--- config.mk ---
export PLATFORM = sky130hd
export DESIGN_NAME = tcx_timer_ctl
export DESIGN_NICKNAME = d
export VERILOG_FILES = /design/src/core/tcx_pkg.sv /design/src/core/tcx_ext_irq_det.sv /design/src/core/tcx_timer_ctl.sv
export SDC_FILE = /design/constraint.sdc
export NUM_CORES = 1
export LEC_CHECK = 0
export ABC_AREA = 1
export ABC_CLOCK_PERIOD_IN_PS = 800
export BUFFER_PORTS_ARGS = -buffer_cell sky130_fd_sc_hd__buf_2
export CELL_PAD_IN_SITES_DETAIL_PLACEMENT = 1
export CELL_PAD_IN_SITES_GLOBAL_PLACEMENT = 2
export CORE_UTILIZATION = 24
export DETAILED_ROUTE_END_ITERATION = 7
export HOLD_SLACK_MARGIN = 0.15
export PLACE_DENSITY_LB_ADDON = 0.1
export REMOVE_ABC_BUFFERS = 1
export SKIP_LAST_GASP = 1
export SLEW_MARGIN = 15
export SYNTH_ARGS = -nofsm -noshare
export SYNTH_HDL_FRONTEND = slang
export SYNTH_HIERARCHICAL = 1
export SYNTH_SLANG_ARGS = --single-unit
export TNS_END_PERCENT = 20
--- constraint.sdc ---
create_clock -name core_clk -period 0.8 [get_ports core_clk]
set_input_delay 0.16 -clock core_clk [delete_from_list [all_inputs] [get_ports core_clk]]
set_output_delay 0.16 -clock core_clk [all_outputs]
set_load 0.005 [all_outputs]
--- src/core/tcx_pkg.sv ---
// tcx_pkg: addresses, field positions and reset values of the timer control slice
package tcx_pkg;

  // ----------------------------------------------------------------
  // special-function addresses
  // ----------------------------------------------------------------
  localparam logic [7:0] ADDR_TIMER_CTL   = 8'h88;
  localparam logic [7:0] ADDR_RELOAD_LOW  = 8'hca;
  localparam logic [7:0] ADDR_RELOAD_HIGH = 8'hcb;
  localparam logic [7:0] PAGE_RELOAD      = 8'h00;

  // ----------------------------------------------------------------
  // timer control field positions
  // ----------------------------------------------------------------
  localparam int BIT_TIMER0_RUN     = 4;
  localparam int BIT_EXT_B_FLAG     = 3;
  localparam int BIT_EXT_B_TYPE_SEL = 2;
  localparam int BIT_EXT_A_FLAG     = 1;
  localparam int BIT_EXT_A_TYPE_SEL = 0;

  // ----------------------------------------------------------------
  // reset values and encodings
  // ----------------------------------------------------------------
  localparam logic [7:0] RST_RELOAD_LOW  = 8'h00;
  localparam logic [7:0] RST_RELOAD_HIGH = 8'h00;
  localparam logic       RST_TIMER0_RUN  = 1'b0;
  localparam logic       RST_TYPE_SEL    = 1'b0;
  localparam logic       RST_FLAG        = 1'b0;
  localparam logic [7:0] RST_READ_DATA   = 8'h00;
  localparam logic       TYPE_LEVEL      = 1'b0;
  localparam logic       TYPE_EDGE       = 1'b1;

endpackage

--- src/core/tcx_ext_irq_det.sv ---
// tcx_ext_irq_det: edge or level detector and flag for one external interrupt input
`timescale 1ns/1ps
`default_nettype none

module tcx_ext_irq_det (
  input  wire logic core_clk,
  input  wire logic rst,
  input  wire logic ce,
  input  wire logic irq_in,
  input  wire logic polarity,
  input  wire logic type_sel,
  input  wire logic vector_ack,
  input  wire logic sw_wr,
  input  wire logic sw_val,
  output logic      flag_ff
);

  logic active;
  logic prev_active_ff;
  logic event_now;
  logic nxt_flag;

  // active sense comes from the polarity input only, never from type_sel
  assign active = irq_in ~^ polarity;

  always_ff @(posedge core_clk or posedge rst)
  begin
    if (rst)
      prev_active_ff <= 1'b0;
    else if (ce)
      prev_active_ff <= active;
  end

  // ----------------------------------------------------------------
  // flag update: a detected event beats any clear in the same cycle
  // ----------------------------------------------------------------
  always_comb
  begin
    event_now = (type_sel == tcx_pkg::TYPE_EDGE) ? (active & ~prev_active_ff) : active;
    // level mode keeps no memory: the flag is rebuilt each cycle from the input and any software write
    nxt_flag  = (type_sel == tcx_pkg::TYPE_EDGE) ? flag_ff : 1'b0;
    if (sw_wr)
      nxt_flag = sw_val;
    else if (vector_ack && type_sel == tcx_pkg::TYPE_EDGE)
      nxt_flag = 1'b0;
    if (event_now)
      nxt_flag = 1'b1;
  end

  always_ff @(posedge core_clk or posedge rst)
  begin
    if (rst)
      flag_ff <= tcx_pkg::RST_FLAG;
    else if (ce)
      flag_ff <= nxt_flag;
  end

endmodule
`default_nettype wire

--- src/core/tcx_timer_ctl.sv ---
// tcx_timer_ctl: timer 0 run control, external interrupt flags and timer 2 reload bytes
`timescale 1ns/1ps
`default_nettype none

module tcx_timer_ctl (
  input  wire logic       core_clk,
  input  wire logic       rst,
  input  wire logic       ce,
  input  wire logic [7:0] sfr_addr,
  input  wire logic [7:0] sfr_page,
  input  wire logic       sfr_wr,
  input  wire logic       sfr_rd,
  input  wire logic [7:0] sfr_wdata,
  input  wire logic       ext_irq_a_input,
  input  wire logic       ext_irq_b_input,
  input  wire logic       ext_irq_a_polarity,
  input  wire logic       ext_irq_b_polarity,
  input  wire logic       ext_irq_a_vector_ack,
  input  wire logic       ext_irq_b_vector_ack,
  output logic [7:0]      sfr_rdata_ff,
  output logic            sfr_rhit_ff,
  output logic            timer0_run_ctl,
  output logic            ext_irq_a_flag,
  output logic            ext_irq_b_flag,
  output logic            ext_irq_a_type_sel,
  output logic            ext_irq_b_type_sel,
  output logic [7:0]      timer2_reload_low_byte,
  output logic [7:0]      timer2_reload_high_byte
);

  // ----------------------------------------------------------------
  // address decode
  // ----------------------------------------------------------------
  function automatic logic hit_reload(input logic [7:0] addr, input logic [7:0] page,
                                      input logic [7:0] target);
    hit_reload = (addr == target) && (page == tcx_pkg::PAGE_RELOAD);
  endfunction

  logic sel_ctl;
  logic sel_low;
  logic sel_high;
  logic ctl_wr;

  // control register is visible on every page
  assign sel_ctl  = (sfr_addr == tcx_pkg::ADDR_TIMER_CTL);
  assign sel_low  = hit_reload(sfr_addr, sfr_page, tcx_pkg::ADDR_RELOAD_LOW);
  assign sel_high = hit_reload(sfr_addr, sfr_page, tcx_pkg::ADDR_RELOAD_HIGH);
  assign ctl_wr   = sfr_wr && sel_ctl;

  // ----------------------------------------------------------------
  // control bits
  // ----------------------------------------------------------------
  always_ff @(posedge core_clk or posedge rst)
  begin
    if (rst)
      timer0_run_ctl <= tcx_pkg::RST_TIMER0_RUN;
    else if (ce && ctl_wr)
      timer0_run_ctl <= sfr_wdata[tcx_pkg::BIT_TIMER0_RUN];
  end

  always_ff @(posedge core_clk or posedge rst)
  begin
    if (rst)
    begin
      ext_irq_a_type_sel <= tcx_pkg::RST_TYPE_SEL;
      ext_irq_b_type_sel <= tcx_pkg::RST_TYPE_SEL;
    end
    else if (ce && ctl_wr)
    begin
      ext_irq_a_type_sel <= sfr_wdata[tcx_pkg::BIT_EXT_A_TYPE_SEL];
      ext_irq_b_type_sel <= sfr_wdata[tcx_pkg::BIT_EXT_B_TYPE_SEL];
    end
  end

  // ----------------------------------------------------------------
  // external interrupt detectors
  // ----------------------------------------------------------------
  // level mode rebuilds the flag each cycle from the active level or a software write, so a
  // software clear only sticks once the input has gone inactive
  tcx_ext_irq_det u_det_a (
    .core_clk   (core_clk),
    .rst        (rst),
    .ce         (ce),
    .irq_in     (ext_irq_a_input),
    .polarity   (ext_irq_a_polarity),
    .type_sel   (ext_irq_a_type_sel),
    .vector_ack (ext_irq_a_vector_ack),
    .sw_wr      (ctl_wr),
    .sw_val     (sfr_wdata[tcx_pkg::BIT_EXT_A_FLAG]),
    .flag_ff    (ext_irq_a_flag)
  );

  tcx_ext_irq_det u_det_b (
    .core_clk   (core_clk),
    .rst        (rst),
    .ce         (ce),
    .irq_in     (ext_irq_b_input),
    .polarity   (ext_irq_b_polarity),
    .type_sel   (ext_irq_b_type_sel),
    .vector_ack (ext_irq_b_vector_ack),
    .sw_wr      (ctl_wr),
    .sw_val     (sfr_wdata[tcx_pkg::BIT_EXT_B_FLAG]),
    .flag_ff    (ext_irq_b_flag)
  );

  // ----------------------------------------------------------------
  // timer 2 reload bytes
  // ----------------------------------------------------------------
  always_ff @(posedge core_clk or posedge rst)
  begin
    if (rst)
      timer2_reload_low_byte <= tcx_pkg::RST_RELOAD_LOW;
    else if (ce && sfr_wr && sel_low)
      timer2_reload_low_byte <= sfr_wdata;
  end

  always_ff @(posedge core_clk or posedge rst)
  begin
    if (rst)
      timer2_reload_high_byte <= tcx_pkg::RST_RELOAD_HIGH;
    else if (ce && sfr_wr && sel_high)
      timer2_reload_high_byte <= sfr_wdata;
  end

  // ----------------------------------------------------------------
  // read path
  // ----------------------------------------------------------------
  // bits 7:5 of the control register belong to the timer 1 / overflow
  // logic elsewhere; this slice returns zero there and the core ors the
  // answers of all slices that raise a hit
  logic [7:0] ctl_view;
  logic [7:0] nxt_rdata;
  logic       nxt_rhit;

  always_comb
  begin
    ctl_view = 8'h00;
    ctl_view[tcx_pkg::BIT_TIMER0_RUN]     = timer0_run_ctl;
    ctl_view[tcx_pkg::BIT_EXT_B_FLAG]     = ext_irq_b_flag;
    ctl_view[tcx_pkg::BIT_EXT_B_TYPE_SEL] = ext_irq_b_type_sel;
    ctl_view[tcx_pkg::BIT_EXT_A_FLAG]     = ext_irq_a_flag;
    ctl_view[tcx_pkg::BIT_EXT_A_TYPE_SEL] = ext_irq_a_type_sel;
    nxt_rdata = tcx_pkg::RST_READ_DATA;
    nxt_rhit  = 1'b0;
    if (sfr_rd)
    begin
      if (sel_ctl)
      begin
        nxt_rdata = ctl_view;
        nxt_rhit  = 1'b1;
      end
      else if (sel_low)
      begin
        nxt_rdata = timer2_reload_low_byte;
        nxt_rhit  = 1'b1;
      end
      else if (sel_high)
      begin
        nxt_rdata = timer2_reload_high_byte;
        nxt_rhit  = 1'b1;
      end
    end
  end

  always_ff @(posedge core_clk or posedge rst)
  begin
    if (rst)
    begin
      sfr_rdata_ff <= tcx_pkg::RST_READ_DATA;
      sfr_rhit_ff  <= 1'b0;
    end
    else if (ce)
    begin
      sfr_rdata_ff <= nxt_rdata;
      sfr_rhit_ff  <= nxt_rhit;
    end
  end

endmodule
`default_nettype wire

Word level (Yosys, flattened, before mapping):

Cells that the tools add are included.

* output and inout bits: 30
* register bits: 32

* equal/unequal tests: 5
* bitwise gates (word level): 6
* reduce and logical (&&, ||, !) cells: 12
* mux-type cells: 18

Operator list (number)
* two-way mux 8 bit: 4
* == test 8 bit, second input constant: 3
* two-way mux 1 bit: 14
* logical AND 1 bit: 9
* zero test 8 bit: 1
* != test 4 x 1 -> 1 bit, second input constant: 2
* AND reduction 2 bit: 2
* bitwise AND 1 bit: 2
* inverter 1 bit: 2
* bitwise XNOR 1 bit: 2

Longest topological paths before layout:

Gate-level depths: netlist (run 1).

* depth in word-level cells: 6
* mapped depth: 9

Modules after synthesis:

Netlist (run 1), hierarchy kept.

By module, submodules not included
* tcx_timer_ctl: instances 1, cells an instance 202, area each 1564.0 sq um, sequential area each 700.7 sq um
* tcx_ext_irq_det: instances 2, cells an instance 18, area each 121.4 sq um, sequential area each 50.0 sq um

Least setup slack after synthesis (run 1):

OpenSTA, ideal clock, no wires.

* path kind: input -> register
* start point: input port sfr_addr[5]
* end point: register u_det_a.flag_ff
* slack: -0.319 ns
* arrival: 0.995 ns
* stages: 8
* cells stage by stage: nor2_4 > nand2_1 > nor2_4 > inv_1 > nor2_1 > a21boi_0 > nand2_1 > nand3_1

* word-level cells in the longest chain between the ends: 4
* elaborated cells between the ends (all ways): 6
* those cells by class: eq/ne: 2; mux: 2; reduce/logical: 2

Ends and longest elaborated chain
* start, declared: line tcx_timer_ctl.sv:9 `input wire logic [7:0] sfr_addr,`
* == test 8 bit *: line tcx_timer_ctl.sv:45 `assign sel_ctl = (sfr_addr == tcx_pkg::ADDR_TIMER_CTL);`
* logical AND 1 bit *: line tcx_timer_ctl.sv:48 `assign ctl_wr = sfr_wr && sel_ctl;`
* named net ctl_wr: line tcx_timer_ctl.sv:42 `logic ctl_wr;`
* != test 4 x 1 -> 1 bit (no line) / two-way mux 1 bit (equally long branches)
* AND reduction 2 bit (no line) / two-way mux 1 bit (equally long branches)
* end signal, assigned: line tcx_ext_irq_det.sv:53 `flag_ff <= tcx_pkg::RST_FLAG;`
* end signal, assigned: line tcx_ext_irq_det.sv:55 `flag_ff <= nxt_flag;`
* end, declared: line tcx_ext_irq_det.sv:15 `output logic flag_ff`

Mark *: on every way through the listed nets, which the timed path passes. The rest lies on a longest branch.
A chain may end at the register's enable or synchronous reset.

Final worst setup path (run 1):

* start point: register timer2_reload_low_byte[5]
* end point: output port timer2_reload_low_byte[5]

RTL lines
* start, declared: line tcx_timer_ctl.sv:27 `output logic [7:0] timer2_reload_low_byte,`
* start signal, assigned: line tcx_timer_ctl.sv:112 `timer2_reload_low_byte <= tcx_pkg::RST_RELOAD_LOW;`
* start signal, assigned: line tcx_timer_ctl.sv:114 `timer2_reload_low_byte <= sfr_wdata;`

No word-level cell between the ends.

==> results.sh, run 1 <==
export IMPL_outcome="finished with violations"
export IMPL_violations="setup timing"
export IMPL_nets=394
export IMPL_syn_area_sq_mm=0.00181
export IMPL_htreeDepth=2
export IMPL_final_cell_mix="73 x nand2_1, 49 x buf_2, 42 x inv_1, 31 x dfrtp_1, 28 x buf_6"
export IMPL_numCtsBuffers=5
export IMPL_critPathMaxFanout=2
export IMPL_rrSetupSlack_ns=-0.17
export IMPL_n_fill_cell=900
export IMPL_end_kind="output port"
export IMPL_worst_pin_slew_ns=0.246
export IMPL_port_buffer_count=64
export IMPL_peakVddDrop_mv=0.537
export IMPL_fin_crit_ns=1.07
export IMPL_drc_errors=0
export IMPL_fmax_mhz=938
export IMPL_multi_input_area_sq_um=873
export IMPL_start_util=0.249
export IMPL_ys_warn_count=6
export IMPL_r2r_end="sfr_rdata_ff[3]"
export IMPL_relSlewSlack=0.835
export IMPL_grt_use_met2=0.269
export IMPL_final_layout_size_suffix_gt1_frac=0.447
export IMPL_finalHoldViolCount=0
export IMPL_crit_start="timer2_reload_low_byte[5]"
export IMPL_path_class="register to output port"
export IMPL_clock_latency_ns=0.29
export IMPL_clk_path_buf_depth=2
export IMPL_hp_start="sfr_wdata[3]"
export IMPL_drt_pass1_iterations=4
export IMPL_antenna_found_initial=0
export IMPL_syn_to_final_growth_pct=66.4
export IMPL_finalClockSkew_ns=0.00589
export IMPL_postLayoutCoreUtil=0.415
export IMPL_grt_start_max_net_pins=29
export IMPL_gr_usage_met1=0.218
export IMPL_final_setup_viol_count=60
export IMPL_worstHoldPathType="input port to register"
export IMPL_ys_seq_elements=32
export IMPL_grt_pass1_wl_mm=9.51
export IMPL_grt_total_usage=0.164
export IMPL_avgSynthCellArea_sq_um=7.59
export IMPL_drt_iter0_drc=54
export IMPL_drv_slew=0
export IMPL_die_height_um=88.8
export IMPL_hold_path_depth=3
export IMPL_crit_reg2reg_launch="timer2_reload_low_byte[3]"
export IMPL_finalCritPeriodShare=1.33
export IMPL_min_to="timer2_reload_high_byte[3]"
export IMPL_vias=1913
export IMPL_die_area_sq_mm=0.00788
export IMPL_rsz0062_at_grt="yes"
export IMPL_cp_data_arrival_time_ns=0.91
export IMPL_ioPinCount=65
export IMPL_drv_cap=0
export IMPL_cts_root_buf="clkbuf_8"
export IMPL_place_congestion=0.690
export IMPL_leakage_nw=1.69
export IMPL_met3_usage=0.0326
export IMPL_final_common_cell="nand2_1"
export IMPL_post_dp_hpwl_mm=4.24
export IMPL_wl_per_cell_um=12.9
export IMPL_cts_sinks=32
export IMPL_diodes=0
export IMPL_fin_ws_ns=-0.266
export IMPL_detail_route_vias_per_cell=4.17
export IMPL_worstPathRequired_ns=0.64
export IMPL_grt_ovfl_total=0
export IMPL_synthDistinctLibCells=19
export IMPL_antenna_left=0
export IMPL_synthesis_instances=238
export IMPL_crit_path_start_kind="register"
export IMPL_grt_most_used_layer="met2"
export IMPL_num_rows=31
export IMPL_pre_cts_slack_ns=-0.565
export IMPL_die_w_um=88.8
export IMPL_finalWirelength_mm=5.92
export IMPL_clkTransAtPathRegs_ns=0.07
export IMPL_cts_tree="yes"
export IMPL_p_per_area_mw_per_mm2=1150
export IMPL_seqCellArea_sq_um=802
export IMPL_yosysSeqAreaShare=0.443
export IMPL_reg2reg_depth=7
export IMPL_grt_pass1_vias=1974
export IMPL_design_core_area_sq_mm=0.00725
-- through the flow --
stage / power [W] / TNS (ns) / instances / area, sq um / hold slack, ns
after floorplan: 0.00185 / -7.99 / 235 / 1770 / -0.0988
after global placement: 0.00206 / -12.97 / 429 / 2490 / 0.0422
after detailed placement: 0.00206 / -13.65 / 429 / 2490 / 0.0440
after CTS: 0.00348 / -9.38 / 450 / 2880 / 0.150
after global routing: 0.00362 / -13.27 / 459 / 3010 / 0.152
final: 0.00345 / -9.69 / 459 / 3010 / 0.150
-- Yosys cell counts --
cell       n  share of area
a21boi_0   2         0.0083
a31oi_1    2         0.0069
buf_4      1         0.0042
buf_6      1         0.0062
buf_8      1         0.0083
clkinv_1   1         0.0021
dfrtp_1   32           0.44
inv_1     48           0.10
nand2_1   78           0.16
nand2_4    2          0.012
nand3_1   24          0.066
nand3_4    1         0.0097
nand4_1    1         0.0035
nor2_1    10          0.021
nor2_2     1         0.0035
nor2_4     4          0.025
nor2_8     2          0.022
o21ai_0   17          0.047
o21ai_2   10          0.048
-- report_power, final --
| part | internal, W | total (W) | switching, W | leakage (nW) |
|---|---|---|---|---|
| clock | 0.000686 | 0.00132 | 0.000632 | 0.0510 |
| combinational | 0.000225 | 0.000469 | 0.000244 | 1.23 |
| sequential | 0.00164 | 0.00166 | 0.0000179 | 0.406 |
| total | 0.00255 | 0.00345 | 0.000894 | 1.69 |
-- critical path, cell delays in order (launching register included) --
cell and delay (ns):
dfrtp_1 0.40, buf_6 0.12, buf_6 0.10
-- registers in the layout, summed over array words and instances, names as in the netlist --
| name | cells |
|---|---|
| timer2_reload_low_byte | 8 |
| ext_irq_a_type_sel | 1 |
| u_det_a/flag_ff | 1 |
| u_det_a/prev_active_ff | 1 |
| u_det_b/flag_ff | 1 |
| timer0_run_ctl | 1 |
| u_det_b/prev_active_ff | 1 |
| sfr_rdata_ff | 8 |
| timer2_reload_high_byte | 8 |
| sfr_rhit_ff | 1 |
| ext_irq_b_type_sel | 1 |
-- layer usage --
| metal | vias to the layer above | wire, um | part of all wire |
|---|---|---|---|
| met5 | - | 0 | 0 |
| met3 | 7 | 219 | 0.037 |
| met2 | 38 | 2890 | 0.49 |
| li1 | 970 | - | - |
| met4 | 0 | 78 | 0.013 |
| met1 | 898 | 2730 | 0.46 |
-- how the worst max path moves through the flow --
stage                                     end
global route        timer2_reload_low_byte[3]
detailed placement            u_det_b/flag_ff
CTS                 timer2_reload_low_byte[5]
global placement              sfr_rdata_ff[5]
finish              timer2_reload_low_byte[5]
floorplan                     u_det_a/flag_ff
-- layout make-up --
class,count,share of cell area
Timing Repair Buffer,117,0.309
Multi-Input combinational cell,154,0.290
Sequential cell,32,0.267
Inverter,49,0.0620
Tap cell,99,0.0412
Clock buffer,6,0.0275
Clock inverter,2,0.00333
-- cell families after synthesis --
kind of cell / Yosys count / synth area share
simple gates: 123 / 0.325
buf+inv: 52 / 0.120
flops: 32 / 0.443
compound gates: 31 / 0.111
-- timing repair --
action,CTS,global route
hold buffers,9,0
gates resized for setup,51,19
hold endpoints to repair,44,0
setup endpoints to repair,60,60
buffers inserted,5,10
pin swaps,21,8
Note: power is estimated with default switching activity, not from simulation.
==> run 2, diff against run 1 <==
ABC_CLOCK_PERIOD_IN_PS = 900   (was 800)
CTS_CLUSTER_SIZE = 10   (was unset)
clock period = 0.9 ns   (was 0.8 ns; I/O delays follow)
==> run 2 against run 1 <==
Compared with the run above: the flow still finishes with violations (setup timing); largest power group unchanged; combinational power decreased by 12%; global-route usage decreased by 0.46 points; final area decreased by 3.6%; hold slack improved by 0.027 ns; critical path type unchanged; critical endpoint is now ext_irq_a_type_sel.
==> results.sh, run 2 (same netlist as run 1, synthesis figures left out) <==
export IMPL_violations="setup timing"
export IMPL_clkTransAtPathRegs_ns=0.07
export IMPL_p_sw_frac=0.263
export IMPL_fin_crit_ns=1.03
export IMPL_pwr_share_seq=0.481
export IMPL_relSlewSlack=0.860
export IMPL_critical_path_top_delay_family="flip-flops"
export IMPL_end_kind="output port"
export IMPL_finalCritPeriodShare=1.14
export IMPL_start_util=0.249
export IMPL_max_stage_delay_ns=0.44
export IMPL_final_setup_viol_count=56
export IMPL_die_area_sq_mm=0.00788
export IMPL_clock_latency_ns=0.28
export IMPL_grt_ovfl_total=0
export IMPL_peakVddDrop_mv=0.640
export IMPL_leakage_nw=1.63
export IMPL_final_common_cell="nand2_1"
export IMPL_drt_pass1_iterations=4
export IMPL_switchingPower_w=0.000806
export IMPL_path_class="register to output port"
export IMPL_syn_to_final_growth_pct=60.5
export IMPL_grt_total_usage=0.160
export IMPL_post_dp_hpwl_mm=4.22
export IMPL_top_regs="sfr_rdata_ff x8, timer2_reload_high_byte x8, timer2_reload_low_byte x8"
export IMPL_grt_pass1_wl_mm=9.19
export IMPL_grt_pass1_vias=1855
export IMPL_crit_path_start_kind="register"
export IMPL_die_height_um=88.8
export IMPL_cts_tree="yes"
export IMPL_finalInstanceArea_sq_mm=0.00290
export IMPL_critPathMaxFanout=2
export IMPL_fmax_mhz=973
export IMPL_die_w_um=88.8
export IMPL_power_frac_clock=0.384
export IMPL_nets=384
export IMPL_clk_path_buf_depth=2
export IMPL_htreeDepth=2
export IMPL_cts_sinks=32
export IMPL_rsz0062_at_grt="yes"
export IMPL_wl_per_cell_um=13.2
export IMPL_p_int_w=0.00226
export IMPL_num_rows=31
export IMPL_grt_start_max_net_pins=29
export IMPL_worstHoldPathType="input port to register"
export IMPL_antenna_found_initial=0
export IMPL_rrSetupSlack_ns=-0.07
export IMPL_numCtsBuffers=5
export IMPL_ioPinCount=65
export IMPL_dpl_cell_count=421
export IMPL_worst_pin_slew_ns=0.210
export IMPL_slowest_stage="dfrtp_2"
export IMPL_drv_cap=0
export IMPL_final_cell_mix="66 x nand2_1, 59 x buf_2, 44 x inv_1, 31 x dfrtp_1, 23 x buf_4"
export IMPL_design_core_area_sq_mm=0.00725
export IMPL_drv_slew=0
export IMPL_cp_cell_sequence="buf_6"
export IMPL_p_per_area_mw_per_mm2=1060
export IMPL_fin_ws_ns=-0.127
export IMPL_drc_errors=0
export IMPL_port_buffer_count=64
export IMPL_outcome="finished with violations"
export IMPL_worstPathRequired_ns=0.72
export IMPL_diodes=0
export IMPL_finalClockSkew_ns=0.00233
export IMPL_finalWirelength_mm=5.91
export IMPL_detail_route_vias_per_cell=4.24
export IMPL_cts_root_buf="clkbuf_8"
export IMPL_antenna_left=0
export IMPL_cp_data_arrival_time_ns=0.85
export IMPL_postLayoutCoreUtil=0.400
export IMPL_place_congestion=0.690
export IMPL_final_layout_size_suffix_gt1_frac=0.471
export IMPL_combPwrFrac=0.135
export IMPL_vias=1903
export IMPL_cp_num_buf_inv=1
export IMPL_drt_iter0_drc=43
export IMPL_finalHoldViolCount=0
export IMPL_stdcell_count=449
export IMPL_placedInstanceArea_sq_mm=0.00243
## run 2: cell types whose count changed in the layout (fill, tap and decap cells not counted), sizes merged
cell         delta
buf             -9
nor2            +1
dlygate4sd3     -1
clkbuf          -1
## run 2: cell type report
cell class              instances  area [sq um]
fillers                       933          4350
multi-input cells             155           932
flip-flops and latches         32           802
inverters                      49           186
repair buffers                106           762
clock buffers                   6          82.6
clock inverters                 2          10.0
well taps                      99           124
## run 2: worst paths after layout
path | to | start | cells after the start
max | ext_irq_a_type_sel | ext_irq_a_type_sel | 1
min | timer2_reload_high_byte[3] | sfr_wdata[3] | 3
max reg2reg | u_det_a/flag_ff | ext_irq_a_type_sel | 5
min reg2reg | sfr_rdata_ff[1] | sfr_rdata_ff[1] | 2
max in group asynchronous | ext_irq_a_type_sel | rst | 4
min in group asynchronous | u_det_b/prev_active_ff | rst | 3
## run 2: power by group through the flow
stage / Clock [W] / Combinational [W] / Sequential [W]
4_1_cts: 0.00123 / 0.000390 / 0.00148
3_3_place_gp: 0 / 0.000329 / 0.00151
6_report: 0.00118 / 0.000414 / 0.00148
5_1_grt: 0.00130 / 0.000463 / 0.00148
2_1_floorplan: 0 / 0.000140 / 0.00150
3_5_place_dp: 0 / 0.000330 / 0.00151
## run 2: metal layers
metal | vias to the layer above | part of all wire | wire length (um) | global-route usage
li1 | 954 | - | - | -
met5 | - | 0 | 0 | 0
met3 | 7 | 0.032 | 187 | 0.0336
met4 | 0 | 0.0088 | 52 | 0.0396
met2 | 36 | 0.49 | 2920 | 0.258
met1 | 906 | 0.46 | 2740 | 0.217
## run 2: per-stage QoR
step           total power, W  TNS (ns)  worst slack (ns)  hold slack, ns
6_report              0.00307     -4.07            -0.127           0.177
5_1_grt               0.00324     -7.69            -0.172           0.172
4_1_cts               0.00310     -4.43            -0.146           0.156
3_5_place_dp          0.00184    -11.14            -0.474          0.0638
3_3_place_gp          0.00184    -10.89            -0.476          0.0636
2_1_floorplan         0.00164     -5.59            -0.239         -0.0788
## run 2: what timing repair did
item | 4_1_cts | 5_1_grt
resized for setup | 33 | 37
endpoints found under the hold margin | 42 | 0
cloned | 0 | 1
hold buffers | 8 | 0
pin swaps | 8 | 16
setup buffers | 6 | 5
endpoints found under the setup margin | 58 | 60
==> run 3, diff against run 2 <==
GPL_ROUTABILITY_DRIVEN = 0   (was unset)
SETUP_SLACK_MARGIN = 0.05   (was unset)
==> run 3 against run 2 <==
Compared with the run above: the flow still finishes with violations (setup timing); critical path depth unchanged; worst setup slack better by 0.00081 ns; sequential cell count unchanged; via count unchanged; largest power group unchanged.
==> results.sh, run 3 (same netlist as run 1, synthesis figures left out) <==
export IMPL_outcome="finished with violations"
export IMPL_violations="setup timing"
export IMPL_vias=1903
export IMPL_syn_to_final_growth_pct=60.9
export IMPL_peakVddDrop_mv=0.641
export IMPL_design_core_area_sq_mm=0.00725
export IMPL_grt_pass1_wl_mm=9.18
export IMPL_ioPinCount=65
export IMPL_grt_ovfl_total=0
export IMPL_port_buffer_count=64
export IMPL_fin_ws_ns=-0.127
export IMPL_rsz0062_at_grt="yes"
export IMPL_num_rows=31
export IMPL_finalClockSkew_ns=0.00231
export IMPL_cp_depth=1
export IMPL_final_cell_mix="67 x nand2_1, 59 x buf_2, 44 x inv_1, 31 x dfrtp_1, 23 x buf_4"
export IMPL_antenna_found_initial=0
export IMPL_finalCritPeriodShare=1.14
export IMPL_final_setup_viol_count=55
export IMPL_pre_cts_slack_ns=-0.474
export IMPL_cp_num_buf_inv=1
export IMPL_p_per_area_mw_per_mm2=1060
export IMPL_detail_route_vias_per_cell=4.23
export IMPL_post_dp_hpwl_mm=4.22
export IMPL_power_w=0.00307
export IMPL_drt_iter0_drc=48
export IMPL_drv_slew=0
export IMPL_die_w_um=88.8
export IMPL_critical_path_top_delay_family="flip-flops"
export IMPL_finalWirelength_mm=5.90
export IMPL_numCtsBuffers=5
export IMPL_slowest_stage="dfrtp_2"
export IMPL_clock_latency_ns=0.28
export IMPL_grt_pass1_vias=1847
export IMPL_final_layout_size_suffix_gt1_frac=0.470
export IMPL_worstPathRequired_ns=0.72
export IMPL_grt_total_usage=0.159
export IMPL_crit_reg2reg_launch="ext_irq_a_type_sel"
export IMPL_leakage_nw=1.63
export IMPL_hold_path_depth=4
export IMPL_final_common_cell="nand2_1"
export IMPL_stdcell_count=450
export IMPL_crit_path_start_kind="register"
export IMPL_whs_ns=0.177
export IMPL_finalHoldViolCount=0
export IMPL_dpl_cell_count=421
export IMPL_fin_crit_ns=1.03
export IMPL_cp_cell_sequence="buf_6"
export IMPL_cts_root_buf="clkbuf_8"
export IMPL_drt_pass1_iterations=4
export IMPL_start_util=0.249
export IMPL_die_height_um=88.8
export IMPL_critPathMaxFanout=2
export IMPL_drc_errors=0
export IMPL_top_regs="sfr_rdata_ff x8, timer2_reload_high_byte x8, timer2_reload_low_byte x8"
export IMPL_path_class="register to output port"
export IMPL_antenna_left=0
export IMPL_cts_tree="yes"
export IMPL_drv_cap=0
export IMPL_crit_start="ext_irq_a_type_sel"
export IMPL_hp_start="ext_irq_b_vector_ack"
export IMPL_nets=385
export IMPL_wl_per_cell_um=13.1
export IMPL_diodes=0
export IMPL_fmax_mhz=974
export IMPL_clkTransAtPathRegs_ns=0.07
export IMPL_htreeDepth=2
export IMPL_grt_start_max_net_pins=29
export IMPL_clk_path_buf_depth=2
export IMPL_worstHoldPathType="input port to register"
export IMPL_max_stage_delay_ns=0.44
export IMPL_placedInstanceArea_sq_mm=0.00243
export IMPL_reg2reg_depth=5
export IMPL_relSlewSlack=0.868
export IMPL_worst_pin_slew_ns=0.197
export IMPL_finalInstanceArea_sq_mm=0.00291
export IMPL_end_kind="output port"
export IMPL_cp_data_arrival_time_ns=0.85
export IMPL_cts_sinks=32
export IMPL_die_area_sq_mm=0.00788
[run 3: cell types whose count changed in the layout (fill, tap and decap cells not counted), sizes merged]
cell  before  now
buf       98   99
[run 3: area by class of cell]
cell class,instances,area [sq um]
Clock buffer,6,82.6
Clock inverter,2,10.0
Fill cell,937,4350
Inverter,49,186
Multi-Input combinational cell,155,930
Sequential cell,32,802
Tap cell,99,124
Timing Repair Buffer,107,773
[run 3: repair_timing]
item | CTS | global route
hold buffers | 8 | 0
gates resized for setup | 35 | 37
setup buffers | 7 | 5
pin swaps | 11 | 16
hold endpoints to repair | 42 | 0
endpoints found under the setup margin | 60 | 60
gates cloned | 0 | 1
[run 3: worst paths after layout]
kind	end	slack, ns
min in group asynchronous	u_det_a/prev_active_ff	0.31
min reg2reg	sfr_rdata_ff[1]	0.47
min	u_det_b/flag_ff	0.18
max reg2reg	u_det_a/flag_ff	-0.07
max	ext_irq_a_type_sel	-0.13
max in group asynchronous	ext_irq_a_type_sel	0.23
[run 3: layer usage]
metal | GRT usage | up-vias | share of wire
li1 | - | 957 | -
met1 | 0.220 | 901 | 0.47
met2 | 0.254 | 38 | 0.49
met3 | 0.0336 | 7 | 0.033
met4 | 0.0396 | 0 | 0.0088
met5 | 0 | - | 0
[run 3: power breakdown]
part / switching, W / leakage [nW] / internal, W
clock network: 0.000568 / 0.0510 / 0.000610
logic: 0.000222 / 1.17 / 0.000193
registers: 0.0000161 / 0.406 / 0.00146
total: 0.000805 / 1.63 / 0.00226
[run 3: stage by stage]
| step | setup TNS [ns] | util |
|---|---|---|
| finish | -3.98 | 0.401 |
| detailed placement | -11.14 | 0.335 |
| CTS | -4.38 | 0.380 |
| global placement | -10.89 | 0.335 |
| global route | -7.61 | 0.401 |
| floorplan | -5.59 | - |
